==> src/hdl/cmp_ctrl_pkg.sv <==
// Overview of operation
// - Control-two bit 1 selects the filtered result.
// - Control-two bit 2 connects first input pin.
// - Control-two bit 3 connects second input pin.
// - Control-two bits 7:4 are plain storage.
// - Control-one holds irq flag and enable.
// - Edge select: 0 rising, 1 falling sets flag.
// - Control-one bit 3 powers the comparator.
// - Reference code: off, quarter, half, diode.
// - Control-one bit 6 steers reference path.
// - Reference driven only for nonzero code.
// - Control-one bit 7 swaps comparator inputs.
// - Port buffer disable bits reset to zero.
// - Set bit disables matching port buffer.
//
// Purpose: Constants and carriers for the comparator control block.
// Assumes: AHB-Lite slave, 32-bit data, one word per register.
// Notes:   Register indices are multiplied by four to form byte addresses.
package cmp_ctrl_pkg;

	// ==========================================================
	// Register map.
	localparam logic [7:0] IDX_CTL_FIRST = 8'h59;
	localparam logic [7:0] IDX_CTL_SECOND = 8'h5A;
	localparam logic [7:0] IDX_BUF_OFF = 8'h5B;
	localparam logic [7:0] IDX_IRQ_STATUS = 8'h5C;
	localparam logic [7:0] IDX_IRQ_MASK = 8'h5D;
	localparam logic [11:0] ADDR_CTL_FIRST = {2'h0, IDX_CTL_FIRST, 2'h0};
	localparam logic [11:0] ADDR_CTL_SECOND = {2'h0, IDX_CTL_SECOND, 2'h0};
	localparam logic [11:0] ADDR_BUF_OFF = {2'h0, IDX_BUF_OFF, 2'h0};
	localparam logic [11:0] ADDR_IRQ_STATUS = {2'h0, IDX_IRQ_STATUS, 2'h0};
	localparam logic [11:0] ADDR_IRQ_MASK = {2'h0, IDX_IRQ_MASK, 2'h0};

	// ==========================================================
	// Control-one field positions.
	localparam int C1_FLAG = 0;
	localparam int C1_ENABLE = 1;
	localparam int C1_EDGE = 2;
	localparam int C1_POWER = 3;
	localparam int C1_REF_LO = 4;
	localparam int C1_REF_HI = 5;
	localparam int C1_PATH = 6;
	localparam int C1_SWAP = 7;

	// Control-two field positions.
	localparam int C2_RESULT = 0;
	localparam int C2_FILTER = 1;
	localparam int C2_PIN_FIRST = 2;
	localparam int C2_PIN_SECOND = 3;
	localparam int C2_SPARE_LO = 4;
	localparam int C2_SPARE_HI = 7;

	// Interrupt status and mask positions.
	localparam int ST_EDGE = 0;
	localparam int ST_CHANGE = 1;

	// ==========================================================
	// Values after reset and timing.
	localparam logic [7:0] RST_CTL_FIRST = 8'h00;
	localparam logic [7:1] RST_CTL_SECOND = 7'h00;
	localparam logic [7:0] RST_BUF_OFF = 8'h00;
	localparam logic [1:0] RST_IRQ = 2'h0;
	localparam logic [2:0] FILTER_CYCLES = 3'h4;

	// ==========================================================
	// Reference level codes.
	typedef enum logic [1:0] {
		REF_OFF = 2'b00,
		REF_QUARTER = 2'b01,
		REF_HALF = 2'b10,
		REF_DIODE = 2'b11
	} ref_level_e;

	// Settings handed to the analog macro.
	typedef struct packed {
		logic cmp_power_on;
		ref_level_e reference_level_select;
		logic ref_drive;
		logic reference_path_select;
		logic input_swap;
		logic first_pin_connect;
		logic second_pin_connect;
	} analog_ctrl_s;

endpackage

==> src/hdl/comparator_control.sv <==
// Purpose: Register and control logic around an analog comparator.
// Assumes: AHB-Lite master issues single word transfers only.
// Notes:   Zero wait states; unmapped addresses read zero, OKAY.
`timescale 1ns/1ps
module comparator_control (
	input wire logic i_core_clk, // System clock, 20 MHz.
	input wire logic i_reset_n, // Asynchronous reset, active low.
	input wire logic i_hsel, // Slave select.
	input wire logic [31:0] i_haddr, // Byte address.
	input wire logic [1:0] i_htrans, // Transfer type.
	input wire logic i_hwrite, // High for write.
	input wire logic [2:0] i_hsize, // Transfer size.
	input wire logic [31:0] i_hwdata, // Write data.
	input wire logic i_hready, // Bus ready.
	output logic o_hreadyout, // Slave ready.
	output logic o_hresp, // Response, always OKAY.
	output logic [31:0] o_hrdata, // Read data.
	input wire logic i_cmp_raw, // Raw comparator output.
	output cmp_ctrl_pkg::analog_ctrl_s o_analog, // Analog settings.
	output logic [7:0] o_port_buffer_off, // Port-2 buffer disables.
	output logic o_cmp_result, // Current result.
	output logic o_cmp_irq_req, // Comparator request.
	output logic o_irq // Masked status interrupt.
);
	import cmp_ctrl_pkg::*;

	// ==========================================================
	// Declarations.
	logic dp_valid_q;
	logic dp_write_q;
	logic [11:0] dp_addr_q;
	logic [7:0] ctl_first_q;
	logic [7:1] ctl_second_q;
	logic [7:0] buf_off_q;
	logic [1:0] irq_status_q;
	logic [1:0] irq_mask_q;
	logic result_prev_q;
	logic started_q;
	logic filtered;
	logic result_now;
	logic wr_first;
	logic wr_second;
	logic wr_buf;
	logic wr_status;
	logic wr_mask;
	logic rise;
	logic fall;
	logic edge_hit;
	logic any_change;
	logic [7:0] wdata;

	// Decodes one register hit from the latched data phase address.
	function automatic logic hit(input logic [11:0] a,
		input logic [11:0] reg_addr);
		hit = (a == reg_addr);
	endfunction

	// ==========================================================
	// Address phase capture; the slave never inserts wait states.
	always_ff @(posedge i_core_clk or negedge i_reset_n) begin
		if (!i_reset_n) begin
			dp_valid_q <= 1'b0;
			dp_write_q <= 1'b0;
			dp_addr_q <= 12'h000;
		end else if (i_hready) begin
			dp_valid_q <= i_hsel && i_htrans[1];
			dp_write_q <= i_hwrite;
			dp_addr_q <= i_haddr[11:0];
		end
	end

	// Upper address bits are not decoded; the block aliases in its slot.
	assign o_hreadyout = 1'b1;
	assign o_hresp = 1'b0;
	assign wdata = i_hwdata[7:0];

	// Write strobes, valid in the data phase.
	assign wr_first = dp_valid_q && dp_write_q &&
		hit(dp_addr_q, ADDR_CTL_FIRST);
	assign wr_second = dp_valid_q && dp_write_q &&
		hit(dp_addr_q, ADDR_CTL_SECOND);
	assign wr_buf = dp_valid_q && dp_write_q &&
		hit(dp_addr_q, ADDR_BUF_OFF);
	assign wr_status = dp_valid_q && dp_write_q &&
		hit(dp_addr_q, ADDR_IRQ_STATUS);
	assign wr_mask = dp_valid_q && dp_write_q &&
		hit(dp_addr_q, ADDR_IRQ_MASK);

	// ==========================================================
	// Result path.
	result_filter u_filter (
		.i_core_clk(i_core_clk),
		.i_reset_n(i_reset_n),
		.i_raw(i_cmp_raw),
		.i_filter_en(ctl_second_q[C2_FILTER]),
		.o_result(filtered)
	);

	// A powered-down comparator reports low rather than a stale level.
	assign result_now = ctl_first_q[C1_POWER] && filtered;
	assign o_cmp_result = result_now;

	// Previous result for edge detection.
	always_ff @(posedge i_core_clk or negedge i_reset_n) begin
		if (!i_reset_n) begin
			result_prev_q <= 1'b0;
		end else begin
			result_prev_q <= result_now;
		end
	end

	assign rise = result_now && !result_prev_q;
	assign fall = !result_now && result_prev_q;
	assign edge_hit = ctl_first_q[C1_EDGE] ? fall : rise;
	assign any_change = rise || fall;

	// ==========================================================
	// Control-one: the flag is set by hardware; a set beats a clear.
	always_ff @(posedge i_core_clk or negedge i_reset_n) begin
		if (!i_reset_n) begin
			ctl_first_q <= RST_CTL_FIRST;
		end else begin
			if (wr_first) begin
				ctl_first_q[7:1] <= wdata[7:1];
			end
			if (edge_hit) begin
				ctl_first_q[C1_FLAG] <= 1'b1;
			end else if (wr_first) begin
				ctl_first_q[C1_FLAG] <= wdata[C1_FLAG];
			end
		end
	end

	// Control-two: bit 0 is not stored, it reads the live result.
	always_ff @(posedge i_core_clk or negedge i_reset_n) begin
		if (!i_reset_n) begin
			ctl_second_q <= RST_CTL_SECOND;
		end else if (wr_second) begin
			ctl_second_q <= wdata[7:1];
		end
	end

	// Port-2 input buffer disables.
	always_ff @(posedge i_core_clk or negedge i_reset_n) begin
		if (!i_reset_n) begin
			buf_off_q <= RST_BUF_OFF;
		end else if (wr_buf) begin
			buf_off_q <= wdata;
		end
	end

	// ==========================================================
	// Sticky status, write one to clear; a new event beats the clear.
	always_ff @(posedge i_core_clk or negedge i_reset_n) begin
		if (!i_reset_n) begin
			irq_status_q <= RST_IRQ;
		end else begin
			irq_status_q[ST_EDGE] <= edge_hit ||
				(irq_status_q[ST_EDGE] && !(wr_status && wdata[ST_EDGE]));
			irq_status_q[ST_CHANGE] <= any_change ||
				(irq_status_q[ST_CHANGE] &&
				!(wr_status && wdata[ST_CHANGE]));
		end
	end

	// Interrupt mask.
	always_ff @(posedge i_core_clk or negedge i_reset_n) begin
		if (!i_reset_n) begin
			irq_mask_q <= RST_IRQ;
		end else if (wr_mask) begin
			irq_mask_q <= wdata[1:0];
		end
	end

	assign o_irq = |(irq_status_q & irq_mask_q);
	assign o_cmp_irq_req = ctl_first_q[C1_FLAG] &&
		ctl_first_q[C1_ENABLE];

	// ==========================================================
	// Read data in the data phase, built from register contents.
	always_comb begin
		o_hrdata = 32'h0000_0000;
		if (dp_valid_q && !dp_write_q) begin
			case (dp_addr_q)
				ADDR_CTL_FIRST: begin
					o_hrdata[7:0] = ctl_first_q;
				end
				ADDR_CTL_SECOND: begin
					o_hrdata[7:0] = {ctl_second_q, result_now};
				end
				ADDR_BUF_OFF: begin
					o_hrdata[7:0] = buf_off_q;
				end
				ADDR_IRQ_STATUS: begin
					o_hrdata[1:0] = irq_status_q;
				end
				ADDR_IRQ_MASK: begin
					o_hrdata[1:0] = irq_mask_q;
				end
				default: begin
					o_hrdata = 32'h0000_0000;
				end
			endcase
		end
	end

	// ==========================================================
	// Analog settings. Spare control-two bits reach nothing.
	assign o_analog.cmp_power_on = ctl_first_q[C1_POWER];
	assign o_analog.reference_level_select =
		ref_level_e'(ctl_first_q[C1_REF_HI:C1_REF_LO]);
	assign o_analog.ref_drive =
		(ctl_first_q[C1_REF_HI:C1_REF_LO] != REF_OFF);
	assign o_analog.reference_path_select = ctl_first_q[C1_PATH];
	assign o_analog.input_swap = ctl_first_q[C1_SWAP];
	assign o_analog.first_pin_connect =
		ctl_second_q[C2_PIN_FIRST];
	assign o_analog.second_pin_connect =
		ctl_second_q[C2_PIN_SECOND];
	assign o_port_buffer_off = buf_off_q;

	// ==========================================================
	// Checks. The helper marks the first cycle after reset release.
	always_ff @(posedge i_core_clk or negedge i_reset_n) begin
		if (!i_reset_n) begin
			started_q <= 1'b0;
		end else begin
			started_q <= 1'b1;
		end
	end
endmodule

==> src/hdl/result_filter.sv <==
// Purpose: Synchronise the raw comparator output and optionally filter it.
// Assumes: Raw output is asynchronous to i_core_clk.
// Notes:   A level counts once the second and third stages agree.
`timescale 1ns/1ps
module result_filter (
	input wire logic i_core_clk, // System clock.
	input wire logic i_reset_n, // Asynchronous reset, active low.
	input wire logic i_raw, // Raw comparator output.
	input wire logic i_filter_en, // High selects the filter.
	output logic o_result // Synchronised result.
);
	import cmp_ctrl_pkg::*;

	logic [2:0] sync_q;
	logic [2:0] cnt_q;
	logic result_q;
	logic agree;
	logic level;

	// ==========================================================
	// Three stage synchroniser; stage zero feeds only stage one.
	always_ff @(posedge i_core_clk or negedge i_reset_n) begin
		if (!i_reset_n) begin
			sync_q <= 3'h0;
		end else begin
			sync_q <= {sync_q[1:0], i_raw};
		end
	end

	assign agree = (sync_q[1] == sync_q[2]);
	assign level = sync_q[2];

	// Counts agreed samples that differ from the held result.
	always_ff @(posedge i_core_clk or negedge i_reset_n) begin
		if (!i_reset_n) begin
			cnt_q <= 3'h0;
		end else if (!agree || level == result_q) begin
			cnt_q <= 3'h0;
		end else if (cnt_q != FILTER_CYCLES) begin
			cnt_q <= cnt_q + 3'h1;
		end
	end

	// The filter trades a few cycles of delay for glitch immunity.
	always_ff @(posedge i_core_clk or negedge i_reset_n) begin
		if (!i_reset_n) begin
			result_q <= 1'b0;
		end else if (agree && level != result_q) begin
			if (!i_filter_en || cnt_q == FILTER_CYCLES - 3'h1) begin
				result_q <= level;
			end
		end
	end

	assign o_result = result_q;
endmodule

==> config.mk <==
export PLATFORM = sky130hd
export DESIGN_NAME = comparator_control
export DESIGN_NICKNAME = d
export VERILOG_FILES = /design/src/hdl/cmp_ctrl_pkg.sv /design/src/hdl/comparator_control.sv /design/src/hdl/result_filter.sv
export SDC_FILE = /design/constraint.sdc
export NUM_CORES = 1
export LEC_CHECK = 0
export BUFFER_PORTS_ARGS = -buffer_cell sky130_fd_sc_hd__buf_2
export CORE_ASPECT_RATIO = 0.8
export CORE_MARGIN = 5
export CORE_UTILIZATION = 46
export DETAILED_ROUTE_END_ITERATION = 6
export PLACE_DENSITY = 0.8
export SKIP_LAST_GASP = 1
export SLEW_MARGIN = 0
export SYNTH_ARGS = -nofsm -noshare
export SYNTH_HDL_FRONTEND = slang
export SYNTH_SLANG_ARGS = --single-unit
==> constraint.sdc <==
create_clock -name i_core_clk -period 2.06 [get_ports i_core_clk]
set_input_delay 0.103 -clock i_core_clk [delete_from_list [all_inputs] [get_ports i_core_clk]]
set_output_delay 0.103 -clock i_core_clk [all_outputs]
set_load 0.01 [all_outputs]
==> results of run 1 <==
[synth_stat cells (all sizes together)]
cell and instances:
nand2b 2, conb 2, dfrtp 49, nand4bb 1, o21ai 5, nor3 6
o21bai 1, mux2 44, and2 1, nor2 5, a221o 2, clkbuf 6
or4 2, mux2i 1, nand4b 3, buf 34, a22oi 6, a22o 1
nand3 2, nor4 4, xnor2 1, or4b 2, and3b 1, a31oi 2
inv 10, or3b 2, or2 2, a221oi 2, or3 1, ha 5
nand2 6, a21oi 4, and4bb 2, nor2b 5
[logic make-up after synthesis]
group | after synthesis | share of synthesized area [%]
buffers and inverters | 50 | 11.9
flip-flops | 49 | 46.6
AND/OR/NAND/NOR | 47 | 13.3
multiplexers | 45 | 19.2
AO/OA/AOI/OAI | 23 | 5.95
adder cells (fa/ha/maj) | 5 | 2.38
other | 2 | 0.286
XOR/XNOR | 1 | 0.333
[final cells by class]
| cell class | instances | area share, % |
|---|---|---|
| sequential | 49 | 38.9 |
| timing repair buffer | 75 | 14.9 |
| tap | 78 | 3.10 |
| inverter | 10 | 1.19 |
| multi-input combinational | 147 | 39.1 |
| clock buffer | 7 | 2.74 |
[sequential cells by signal (all words and copies together) (netlist names)]
register and flops:
ctl_first_q 8, ctl_second_q 7, dp_write_q 1, result_prev_q 1, irq_status_q 2, o_port_buffer_off 8
dp_valid_q 1, u_filter.cnt_q 3, irq_mask_q 2, dp_addr_q 12, u_filter.sync_q 3, u_filter.o_result 1
[repair_timing]
item	in CTS	in global routing
resized for setup	11	4
pin swaps	10	1
endpoints found under the setup margin	8	13
buffers inserted	5	1
endpoints found under the hold margin	24	0
hold buffers	3	0
[power by group through the flow]
stage / Clock [mW] / Combinational [mW] / Sequential (mW)
after detailed placement: 0 / 0.226 / 1.05
after CTS: 0.584 / 0.252 / 1.03
final: 0.563 / 0.256 / 1.03
after floorplan: 0 / 0.177 / 1.04
after global placement: 0 / 0.220 / 1.05
after global routing: 0.620 / 0.283 / 1.04
[worst reg2reg max path, stage by stage, from the launching register on]
cell,delay [ns]
dfrtp_1,0.39
or3b_4,0.40
buf_4,0.14
buf_4,0.14
nor4_4,0.30
buf_6,0.18
mux2_2,0.34
[routing by layer]
metal | up-vias | share of wire [%] | wire [um] | track usage, %
met3 | 6 | 6.9 | 376 | 3.38
met2 | 58 | 45 | 2450 | 23.5
met1 | 887 | 47 | 2560 | 21.9
li1 | 855 | - | - | -
met4 | 0 | 1.5 | 84 | 5.76
met5 | - | 0 | 0 | 0
[worst paths after layout]
path	from	end	slack, ns	cells past startpoint
min in group asynchronous	i_reset_n	dp_addr_q[5]	0.34	2
min	i_haddr[2]	dp_addr_q[2]	0.02	3
max reg2reg	dp_addr_q[0]	o_port_buffer_off[2]	0.05	6
max	dp_addr_q[0]	o_hrdata[1]	-0.04	4
max in group asynchronous	i_reset_n	u_filter.cnt_q[2]	1.18	3
min reg2reg	u_filter.sync_q[0]	u_filter.sync_q[1]	0.35	0
==> out/results.txt, run 1 <==
DR vias -> 1806
Crit path capture type -> primary output
Most frequent cells in the layout -> 51 x buf_2, 49 x dfrtp_1, 44 x mux2_2
Fmax -> 476 MHz
Switch share -> 25.3%
Post-DP HPWL -> 4130 um
Power per cell area -> 587 mW/mm2
Die Y -> 77.6 um
Share of layout cells above drive strength 1 -> 49.0%
Sequential area share after synthesis -> 46.6%
Fill cells -> 463
Internal Power -> 1.38 mW
CP startpoint kind -> flop
Area share of the largest cell type after synthesis -> 46.6%
Ys Warns -> 0
Area added between synthesis and finish -> 19.8%
TNS Setup -> -0.190 ns
Core area -> 0.00550 mm2
Place WS -> 0.0298 ns
Worst-margin pin slew -> 0.897 ns
Clock power frac -> 30.4%
Diodes inserted -> 0
Leading area contributor after synthesis -> dfrtp_1
FP Rows -> 24
Seq pwr share -> 55.7%
Period minus WS final -> 2.10 ns
DRC Markers -> 0
Detailed Routing Iterations Pass 1 -> 4
Clock Latency Late Sink -> 0.30 ns
NetSw -> 0.468 mW
Top post-synthesis cells by area -> dfrtp_1 47%, mux2_2 19%, buf_4 9.4%
Clk_skew -> 0.00673 ns
Final worst slack -> -0.0410 ns
Rel. slew slack -> 40.1%
Maximum VDD drop -> 0.342 mV
Max_cap viols -> 0
#FFs+latches synth -> 49
Gpl congestion -> 0.809
Total Nets Final -> 368
CP Cell Sequence -> or3b_4 -> or4_4 -> and4bb_2 -> buf_6
Total Routing Usage GR -> 15.6%
GR Overflow Total -> 0
Initial Util -> 47.9%
Placed Area -> 0.00292 mm2
Mapped Area -> 0.00263 mm2
Endpoints failing setup -> 8
CTS tree -> built
H-tree Lvls -> 2
Failing checks -> negative setup slack
Final Hold Viols -> 0
Setup CP Type -> reg2out
Die ar. -> 0.00734 mm2
Per-cell routed wire length -> 14.9 um
IO buf count -> 53
Pin count of the biggest net entering global routing -> 28
First-pass GRT wire length -> 8980 um
Chip width -> 94.5 um
Area of the multi-input gates -> 0.00123 mm2
I/O pin count -> 128
P_leak -> 1.58 nW
Cells after Synth -> 222
Status -> complete, but fails checks
Placed insts -> 350
Final Instance Count excl. Fillers -> 366
Routed Antenna Nets -> 0
Combinational fraction of design power -> 13.8%
Leading cell type in the layout, fill and taps excluded -> buf_2
WP data required -> 1.96 ns
Worst stage delay on the critical path -> 0.46 ns
WP buf/inv -> 1
Critical Path Slowest Stage Cell -> or4_4
Vias in the first global route -> 1838
Final hold slack -> 0.0167 ns
Number of clock buffers inserted by TritonCTS -> 5
Hold Path Class -> in2reg
Tot Pwr -> 1.85 mW
Seq. cell area -> 0.00123 mm2
Clk sinks -> 49
Initial antenna violation count -> 0
Delay-heaviest family, CP -> simple AND/OR/NAND/NOR gates
Worst Path Arrival -> 2.00 ns
Tcrit/Tclk final -> 102%
Finished Cell Area -> 0.00315 mm2
Clock slew seen by the registers of the worst setup and hold paths -> 0.08 ns
Synth unique cells -> 39
Syn Area/Cell -> 11.8 um2
Via density per instance -> 4.93
Final wirelength -> 5470 um
Worst-path fanout max -> 3
Layout Utilization -> 57.4%
RSZ-0062 raised after global routing -> true
CTS root buffer -> clkbuf_8
First-iteration detailed-routing DRC count -> 66
Pins Over Slew Limit -> 0
Deepest clock path buffer count -> 2
No activity file was read; power rests on OpenSTA's default activity.
==> run 2: changes to the inputs <==
--- a/config.mk
+++ b/config.mk
@@ -5,10 +5,11 @@
 export SDC_FILE = /design/constraint.sdc
 export NUM_CORES = 1
 export LEC_CHECK = 0
+export ABC_AREA = 1
 export BUFFER_PORTS_ARGS = -buffer_cell sky130_fd_sc_hd__buf_2
 export CORE_ASPECT_RATIO = 0.8
 export CORE_MARGIN = 5
-export CORE_UTILIZATION = 46
+export CORE_UTILIZATION = 47
 export DETAILED_ROUTE_END_ITERATION = 6
 export PLACE_DENSITY = 0.8
 export SKIP_LAST_GASP = 1
==> constraint.sdc (replaced) <==
create_clock -name i_core_clk -period 2.35 [get_ports i_core_clk]
set_input_delay 0.1175 -clock i_core_clk [delete_from_list [all_inputs] [get_ports i_core_clk]]
set_output_delay 0.1175 -clock i_core_clk [all_outputs]
set_load 0.01 [all_outputs]
==> run 2 against run 1 <==
Compared with the run above: sequential power fell by 9%; hold slack improved by 0.0079 ns; critical path type unchanged; the run now ends clean; design area fell by 2.9%; largest cell class is now flip-flops and latches; highest routed layer unchanged; power fell by 1.1%.
==> out/results.txt, run 2 <==
Power per cell area -> 598 mW/mm2 (+1.8%)
Core area -> 0.00582 mm2 (+5.9%)
Routed met3 length -> 364 um (-3.2%)
Total Routing Usage GR -> 15.8% (+0.26 points)
Worst r2r path cells -> 7 (+1)
Final worst slack -> 0.224 ns (+0.265 ns)
Placed Area -> 0.00292 mm2 (+0.21%)
Worst-path fanout max -> 21 (+18)
Hold_sp -> i_haddr[5]
CTS tree -> built
Seq pwr share -> 51.1% (-4.6 points)
Count leader, synth -> nand2_1
Hold Crit Depth -> 3 (unchanged)
TNS Setup -> 0 ns (+0.190 ns)
Top Metal Used -> met4
WL met1 -> 2450 um (-4.1%)
Worst stage delay on the critical path -> 0.43 ns (-0.03 ns)
Leading area contributor after synthesis -> dfrtp_1
First-iteration detailed-routing DRC count -> 158 (+140%)
P_leak -> 1.58 nW (+0.38%)
Die ar. -> 0.00755 mm2 (+2.9%)
Post-synth EDFFs -> 0 (unchanged)
Final hold slack -> 0.0245 ns (+0.00786 ns)
Area added between synthesis and finish -> 10.3%
Period minus WS final -> 2.13 ns
CTS root buffer -> clkbuf_8
Endpoints failing setup -> 0 (-8)
Top post-synthesis cells by area -> dfrtp_1 44%, buf_4 8.9%, nand2_1 8.8%
First-pass GRT wire length -> 9380 um (+4.5%)
CP Cell Sequence -> nor2_1 -> nand2_1 -> nor2_4 -> and2_4 -> nand2_1 -> nand3_1 -> nand2_1 -> inv_1 -> buf_2
Place WS -> 0.572 ns (+0.542 ns)
Clock power frac -> 33.6% (+3.2 points)
Clock slew seen by the registers of the worst setup and hold paths -> 0.08 ns (about the same)
I/O pin count -> 128 (unchanged)
Most frequent cells in the layout -> 65 x nand2_1, 53 x buf_2, 49 x dfrtp_1
Worst Path Arrival -> 2.01 ns (about the same)
R2R Path Start -> dp_addr_q[11]
WP data required -> 2.23 ns (+0.27 ns)
Max_cap viols -> 0 (unchanged)
Final Hold Viols -> 0 (unchanged)
Clk sinks -> 49 (unchanged)
Most frequent cells after synthesis -> 65 x nand2_1, 49 x dfrtp_1, 33 x buf_4, 33 x inv_1, 30 x nand3_1
Tcrit/Tclk final -> 90.5%
Critical Path Slowest Stage Cell -> nor2_4
Routed Antenna Nets -> 0 (unchanged)
Area of the multi-input gates -> 0.00118 mm2 (-4.6%)
Status -> finished clean
Clock Latency Late Sink -> 0.30 ns (about the same)
Fmax -> 470 MHz
DR vias -> 2149 (+19%)
Delay-heaviest family, CP -> simple AND/OR/NAND/NOR gates
WL met2 -> 2810 um (+15%)
Max reg flops -> 12 (unchanged)
Vias in the first global route -> 2096 (+14%)
Hold EP -> dp_addr_q[5]
Syn Area/Cell -> 8.62 um2 (-27%)
Deepest clock path buffer count -> 2 (unchanged)
Total Nets Final -> 448 (+22%)
Crit path capture type -> primary output
IO buf count -> 53 (unchanged)
#FFs+latches synth -> 49 (unchanged)
Largest reg by FF count -> dp_addr_q
Resize count post-CTS -> 0 (-11)
Most frequent CP cell -> nand2_1
Sequential area share after synthesis -> 44.2% (-2.4 points)
Seq. cell area -> 0.00123 mm2 (unchanged)
Switch share -> 26.9% (+1.6 points)
Ys Warns -> 0 (unchanged)
Cells after Synth -> 322 (+45%)
Clk_skew -> 0.00803 ns (+0.00130 ns)
Pin count of the biggest net entering global routing -> 32 (+14%)
FFs w/ async S/R, synth -> 100% (unchanged)
Fill cells -> 560 (+21%)
Per-cell routed wire length -> 12.6 um (-16%)
Diodes inserted -> 0 (unchanged)
Via density per instance -> 4.78 (-3.2%)
Die Y -> 78.7 um (+1.4%)
Initial Util -> 47.7% (-0.16 points)
Primary FF master, synth -> dfrtp_1
Reg2Reg Setup Slack -> 0.53 ns (+0.48 ns)
Hold Path Class -> in2reg
Post-DP HPWL -> 4320 um (+4.5%)
WP buf/inv -> 2 (+1)
Pins Over Slew Limit -> 0 (unchanged)
Final wirelength -> 5670 um (+3.7%)
Setup CP Type -> reg2out
Area share of the largest cell type after synthesis -> 44.2% (-2.4 points)
DRC Markers -> 0 (unchanged)
Share of layout cells above drive strength 1 -> 30.1% (-19 points)
Detailed Routing Iterations Pass 1 -> 4 (unchanged)
Mapped Area -> 0.00278 mm2 (+5.5%)
RSZ-0062 raised after global routing -> false
Chip width -> 95.9 um (+1.4%)
NetSw -> 0.491 mW (+5.0%)
H-tree Lvls -> 2 (unchanged)
Worst R2R End -> o_port_buffer_off[4]
Synth unique cells -> 29 (-26%)
FP Rows -> 25 (+4.2%)
Finished Cell Area -> 0.00306 mm2 (-2.9%)
Layout Utilization -> 52.6% (-4.8 points)
CP startpoint kind -> flop
Gpl congestion -> 0.860 (+6.3%)
Number of clock buffers inserted by TritonCTS -> 5 (unchanged)
Leading cell type in the layout, fill and taps excluded -> nand2_1
Initial antenna violation count -> 0 (unchanged)
Internal Power -> 1.34 mW (-3.2%)
GR Overflow Total -> 0 (unchanged)
Combinational fraction of design power -> 15.4% (+1.6 points)
Maximum VDD drop -> 0.306 mV (-11%)
-- run 2: worst register-to-register path, cell delays in order, from the launching register on --
cell and delay, ns:
dfrtp_1 0.39, nor2_1 0.15, nand2_1 0.12, nor2_4 0.43, and2_4 0.28, nand2_4 0.15
nand2_1 0.13, o21ai_2 0.06
-- run 2: logic make-up after synthesis --
family / after synthesis / synth area share (%)
muxes: 3 / 1.17
AOI/OAI and AO/OA: 47 / 11.6
and+or+nand+nor: 135 / 23.6
other: 2 / 0.271
DFF: 49 / 44.2
adders and majority gates: 5 / 2.25
xor gates and xnor gates: 1 / 0.316
buffers and inverters: 80 / 16.6
-- run 2: repair_timing --
action / CTS / global route
setup buffers: 0 / 0
hold buffers: 2 / 0
endpoints found under the setup margin: 0 / 0
endpoints found under the hold margin: 19 / 0
-- run 2: area by class of cell --
class,instances,share of cell area (%)
clock inverters,1,0.981
inverters,39,4.78
clock buffers,7,2.82
well taps,81,3.31
repair buffers,56,9.57
multi-input cells,217,38.5
flip-flops and latches,49,40.1
-- run 2: worst max path at each step --
stage,start,end,slack [ns],depth (start not counted)
6_report,dp_addr_q[11],o_hrdata[4],0.22,9
5_1_grt,dp_addr_q[6],o_hrdata[2],0.09,11
4_1_cts,dp_addr_q[11],o_hrdata[4],0.23,9
3_5_place_dp,dp_addr_q[11],o_port_buffer_off[2],0.57,7
3_3_place_gp,dp_addr_q[4],o_hrdata[4],0.63,9
2_1_floorplan,dp_addr_q[4],o_hrdata[2],1.01,9
-- run 2: through the flow --
step | std cells | power [mW]
6_report | 450 | 1.83
5_1_grt | 450 | 1.94
4_1_cts | 450 | 1.85
3_5_place_dp | 440 | 1.23
3_3_place_gp | 440 | 1.22
2_1_floorplan | 346 | 1.17
-- run 2: power by group through the flow --
stage	clock network [mW]	registers (mW)	logic, mW
global placement	0	0.946	0.270
CTS	0.626	0.935	0.286
floorplan	0	0.941	0.227
finish	0.614	0.934	0.281
detailed placement	0	0.951	0.281
global route	0.674	0.941	0.325
-- run 2: metal layers --
layer | track usage, % | up-vias
met5 | 0 | -
met4 | 5.11 | 0
met3 | 4.64 | 6
met2 | 25.5 | 65
met1 | 20.4 | 1019
li1 | - | 1059
==> run 3: changes to the inputs <==
--- a/config.mk
+++ b/config.mk
@@ -9,9 +9,9 @@
 export BUFFER_PORTS_ARGS = -buffer_cell sky130_fd_sc_hd__buf_2
 export CORE_ASPECT_RATIO = 0.8
 export CORE_MARGIN = 5
-export CORE_UTILIZATION = 47
+export CORE_UTILIZATION = 42
 export DETAILED_ROUTE_END_ITERATION = 6
-export PLACE_DENSITY = 0.8
+export PLACE_DENSITY = 0.76
 export SKIP_LAST_GASP = 1
 export SLEW_MARGIN = 0
 export SYNTH_ARGS = -nofsm -noshare
==> constraint.sdc (replaced) <==
create_clock -name i_core_clk -period 1.74 [get_ports i_core_clk]
set_input_delay 0.087 -clock i_core_clk [delete_from_list [all_inputs] [get_ports i_core_clk]]
set_output_delay 0.087 -clock i_core_clk [all_outputs]
set_load 0.01 [all_outputs]
==> run 3 against run 2 <==
Compared with the run above: the flow now finishes with violations (negative setup slack); first-iteration DRC count increased by 33%; worst setup slack worse by 0.36 ns; critical path depth increased by 1; non-clock buffer count up 27; via count up 6.1%; die area up 10%; largest power group unchanged; core utilization increased by 1.5 points; clock power rose by 35%; power grew 40%.
==> out/results.txt, run 3 (synthesized netlist as in run 2, its figures left out) <==
Rel. slew slack -> 62.9%
Most frequent cells in the layout -> 57 x nand2_1, 52 x buf_2, 49 x dfrtp_1
Fmax -> 533 MHz
Area added between synthesis and finish -> 25.0%
Endpoints failing setup -> 8 (+8)
Status -> complete, but fails checks
Pin count of the biggest net entering global routing -> 27 (-16%)
Die Y -> 82.7 um (+5.0%)
Reg2Reg Setup Slack -> 0.04 ns (-0.49 ns)
Post-DP HPWL -> 4380 um (+1.5%)
Total Nets Final -> 476 (+6.3%)
Leading cell type in the layout, fill and taps excluded -> nand2_1
IO buf count -> 53 (unchanged)
Place WS -> 0.112 ns (-0.460 ns)
Total Routing Usage GR -> 14.8% (-1.0 points)
Worst r2r path cells -> 9 (+2)
Share of layout cells above drive strength 1 -> 39.5% (+9.5 points)
CTS root buffer -> clkbuf_8
Worst R2R End -> ctl_second_q[1]
Crit path capture type -> primary output
Worst-margin pin slew -> 0.557 ns
WP buf/inv -> 3 (+1)
Final wirelength -> 6340 um (+12%)
Final hold slack -> 0.00646 ns (-0.0180 ns)
Failing checks -> negative setup slack
P_leak -> 1.78 nW (+13%)
Deepest clock path buffer count -> 2 (unchanged)
Hold Path Class -> in2reg
Diodes inserted -> 0 (unchanged)
Max reg flops -> 12 (unchanged)
Cell count along the critical path -> 10 (+1)
FP Rows -> 26 (+4.0%)
Final Hold Viols -> 0 (unchanged)
WP data required -> 1.65 ns (-0.58 ns)
R2R Path Start -> dp_addr_q[5]
DRC Markers -> 0 (unchanged)
Clock slew seen by the registers of the worst setup and hold paths -> 0.08 ns (about the same)
Initial antenna violation count -> 0 (unchanged)
DR vias -> 2281 (+6.1%)
CP Cell Sequence -> inv_2 -> nor2_4 -> nand2_4 -> nor2_4 -> and2_4 -> nand2_2 -> nand3_2 -> nand2_1 -> inv_1 -> buf_2
Most frequent CP cell -> nor2_4
Chip width -> 101 um (+5.2%)
Final worst slack -> -0.136 ns (-0.360 ns)
Worst Path Arrival -> 1.79 ns (-0.22 ns)
Number of clock buffers inserted by TritonCTS -> 5 (unchanged)
Tot Pwr -> 2.56 mW (+40%)
Largest reg by FF count -> dp_addr_q
Initial Util -> 43.3% (-4.4 points)
CP startpoint kind -> flop
GR Overflow Total -> 0 (unchanged)
I/O pin count -> 128 (unchanged)
Clk_skew -> 0.00655 ns (-0.00148 ns)
Max_cap viols -> 0 (unchanged)
Worst-path fanout max -> 6 (-71%)
Per-cell routed wire length -> 13.2 um (+4.6%)
Setup CP Type -> reg2out
First-iteration detailed-routing DRC count -> 210 (+33%)
Period minus WS final -> 1.88 ns
Detailed Routing Iterations Pass 1 -> 5 (+1)
Gpl congestion -> 0.815 (-5.2%)
Via density per instance -> 4.74 (-0.70%)
First-pass GRT wire length -> 9780 um (+4.3%)
Setup crit start -> dp_addr_q[5]
Core area -> 0.00641 mm2 (+10%)
Layout Utilization -> 54.1% (+1.5 points)
Fill cells -> 549 (-2.0%)
Die ar. -> 0.00834 mm2 (+10%)
Power per cell area -> 737 mW/mm2 (+23%)
Area of the multi-input gates -> 0.00131 mm2 (+11%)
RSZ-0062 raised after global routing -> true
Vias in the first global route -> 2171 (+3.6%)
Seq. cell area -> 0.00123 mm2 (unchanged)
Clock Latency Late Sink -> 0.30 ns (about the same)
Critical Path Slowest Stage Cell -> dfrtp_1
Maximum VDD drop -> 0.446 mV (+46%)
Routed Antenna Nets -> 0 (unchanged)
CTS tree -> built
Delay-heaviest family, CP -> simple AND/OR/NAND/NOR gates
Clk sinks -> 49 (unchanged)
H-tree Lvls -> 2 (unchanged)
Worst stage delay on the critical path -> 0.42 ns (about the same)
Pins Over Slew Limit -> 0 (unchanged)
Tcrit/Tclk final -> 108%
Worst Setup EP -> o_hrdata[2]
[run 3: worst min path at each step]
| stage | startpoint | to | slack [ns] | depth (start not counted) |
|---|---|---|---|---|
| final | i_haddr[6] | dp_addr_q[6] | 0.006 | 3 |
| after global routing | i_hwrite | dp_write_q | 0.0006 | 2 |
| after CTS | i_haddr[6] | dp_addr_q[6] | 0.002 | 3 |
| after detailed placement | i_reset_n | dp_addr_q[11] | 0.11 | 1 |
| after global placement | i_reset_n | dp_addr_q[11] | 0.1 | 1 |
| after floorplan | i_reset_n | ctl_first_q[0] | -0.21 | 0 |
[run 3: metal layers]
layer / global-route usage (%) / part of all wire, % / vias to the layer above
met3: 3.27 / 5.8 / 12
li1: - / - / 1120
met4: 4.44 / 1.4 / 0
met5: 0 / 0 / -
met1: 18.6 / 42 / 1074
met2: 25.6 / 51 / 75
[run 3: power breakdown]
part	internal (mW)	total (mW)	switching, mW	leakage (nW)
Clock	0.468	0.826	0.357	0.0585
Sequential	1.21	1.27	0.0531	0.508
Combinational	0.176	0.466	0.290	1.22
[run 3: final cells by class]
type,instances,area share (%)
Clock inverter,1,0.865
Clock buffer,7,2.49
Multi-Input combinational cell,218,37.8
Sequential cell,49,35.3
Timing Repair Buffer,83,16.2
Tap cell,84,3.03
Inverter,39,4.29
[run 3: metrics by stage]
step	std cells	area, um2	TNS, ns
floorplan	346	2870	0
CTS	476	3320	-0.275
finish	481	3470	-0.654
global route	481	3470	-1.30
detailed placement	446	2960	0
global placement	446	2960	0
[run 3: worst register-to-register path, stage by stage (launching register included)]
cell and delay (ns):
dfrtp_1 0.42, inv_2 0.07, nor2_4 0.14, nand2_4 0.09
nor2_4 0.19, buf_6 0.17, buf_4 0.12, nand3_4 0.18
nand2_1 0.16, o21ai_2 0.06
[run 3: repair_timing]
item | 4_1_cts | 5_1_grt
hold buffers | 11 | 1
pin swaps | 11 | 8
endpoints found under the setup margin | 8 | 8
buffers inserted | 10 | 4
gates cloned | 1 | 0
gates resized for setup | 16 | 25
hold endpoints to repair | 33 | 1
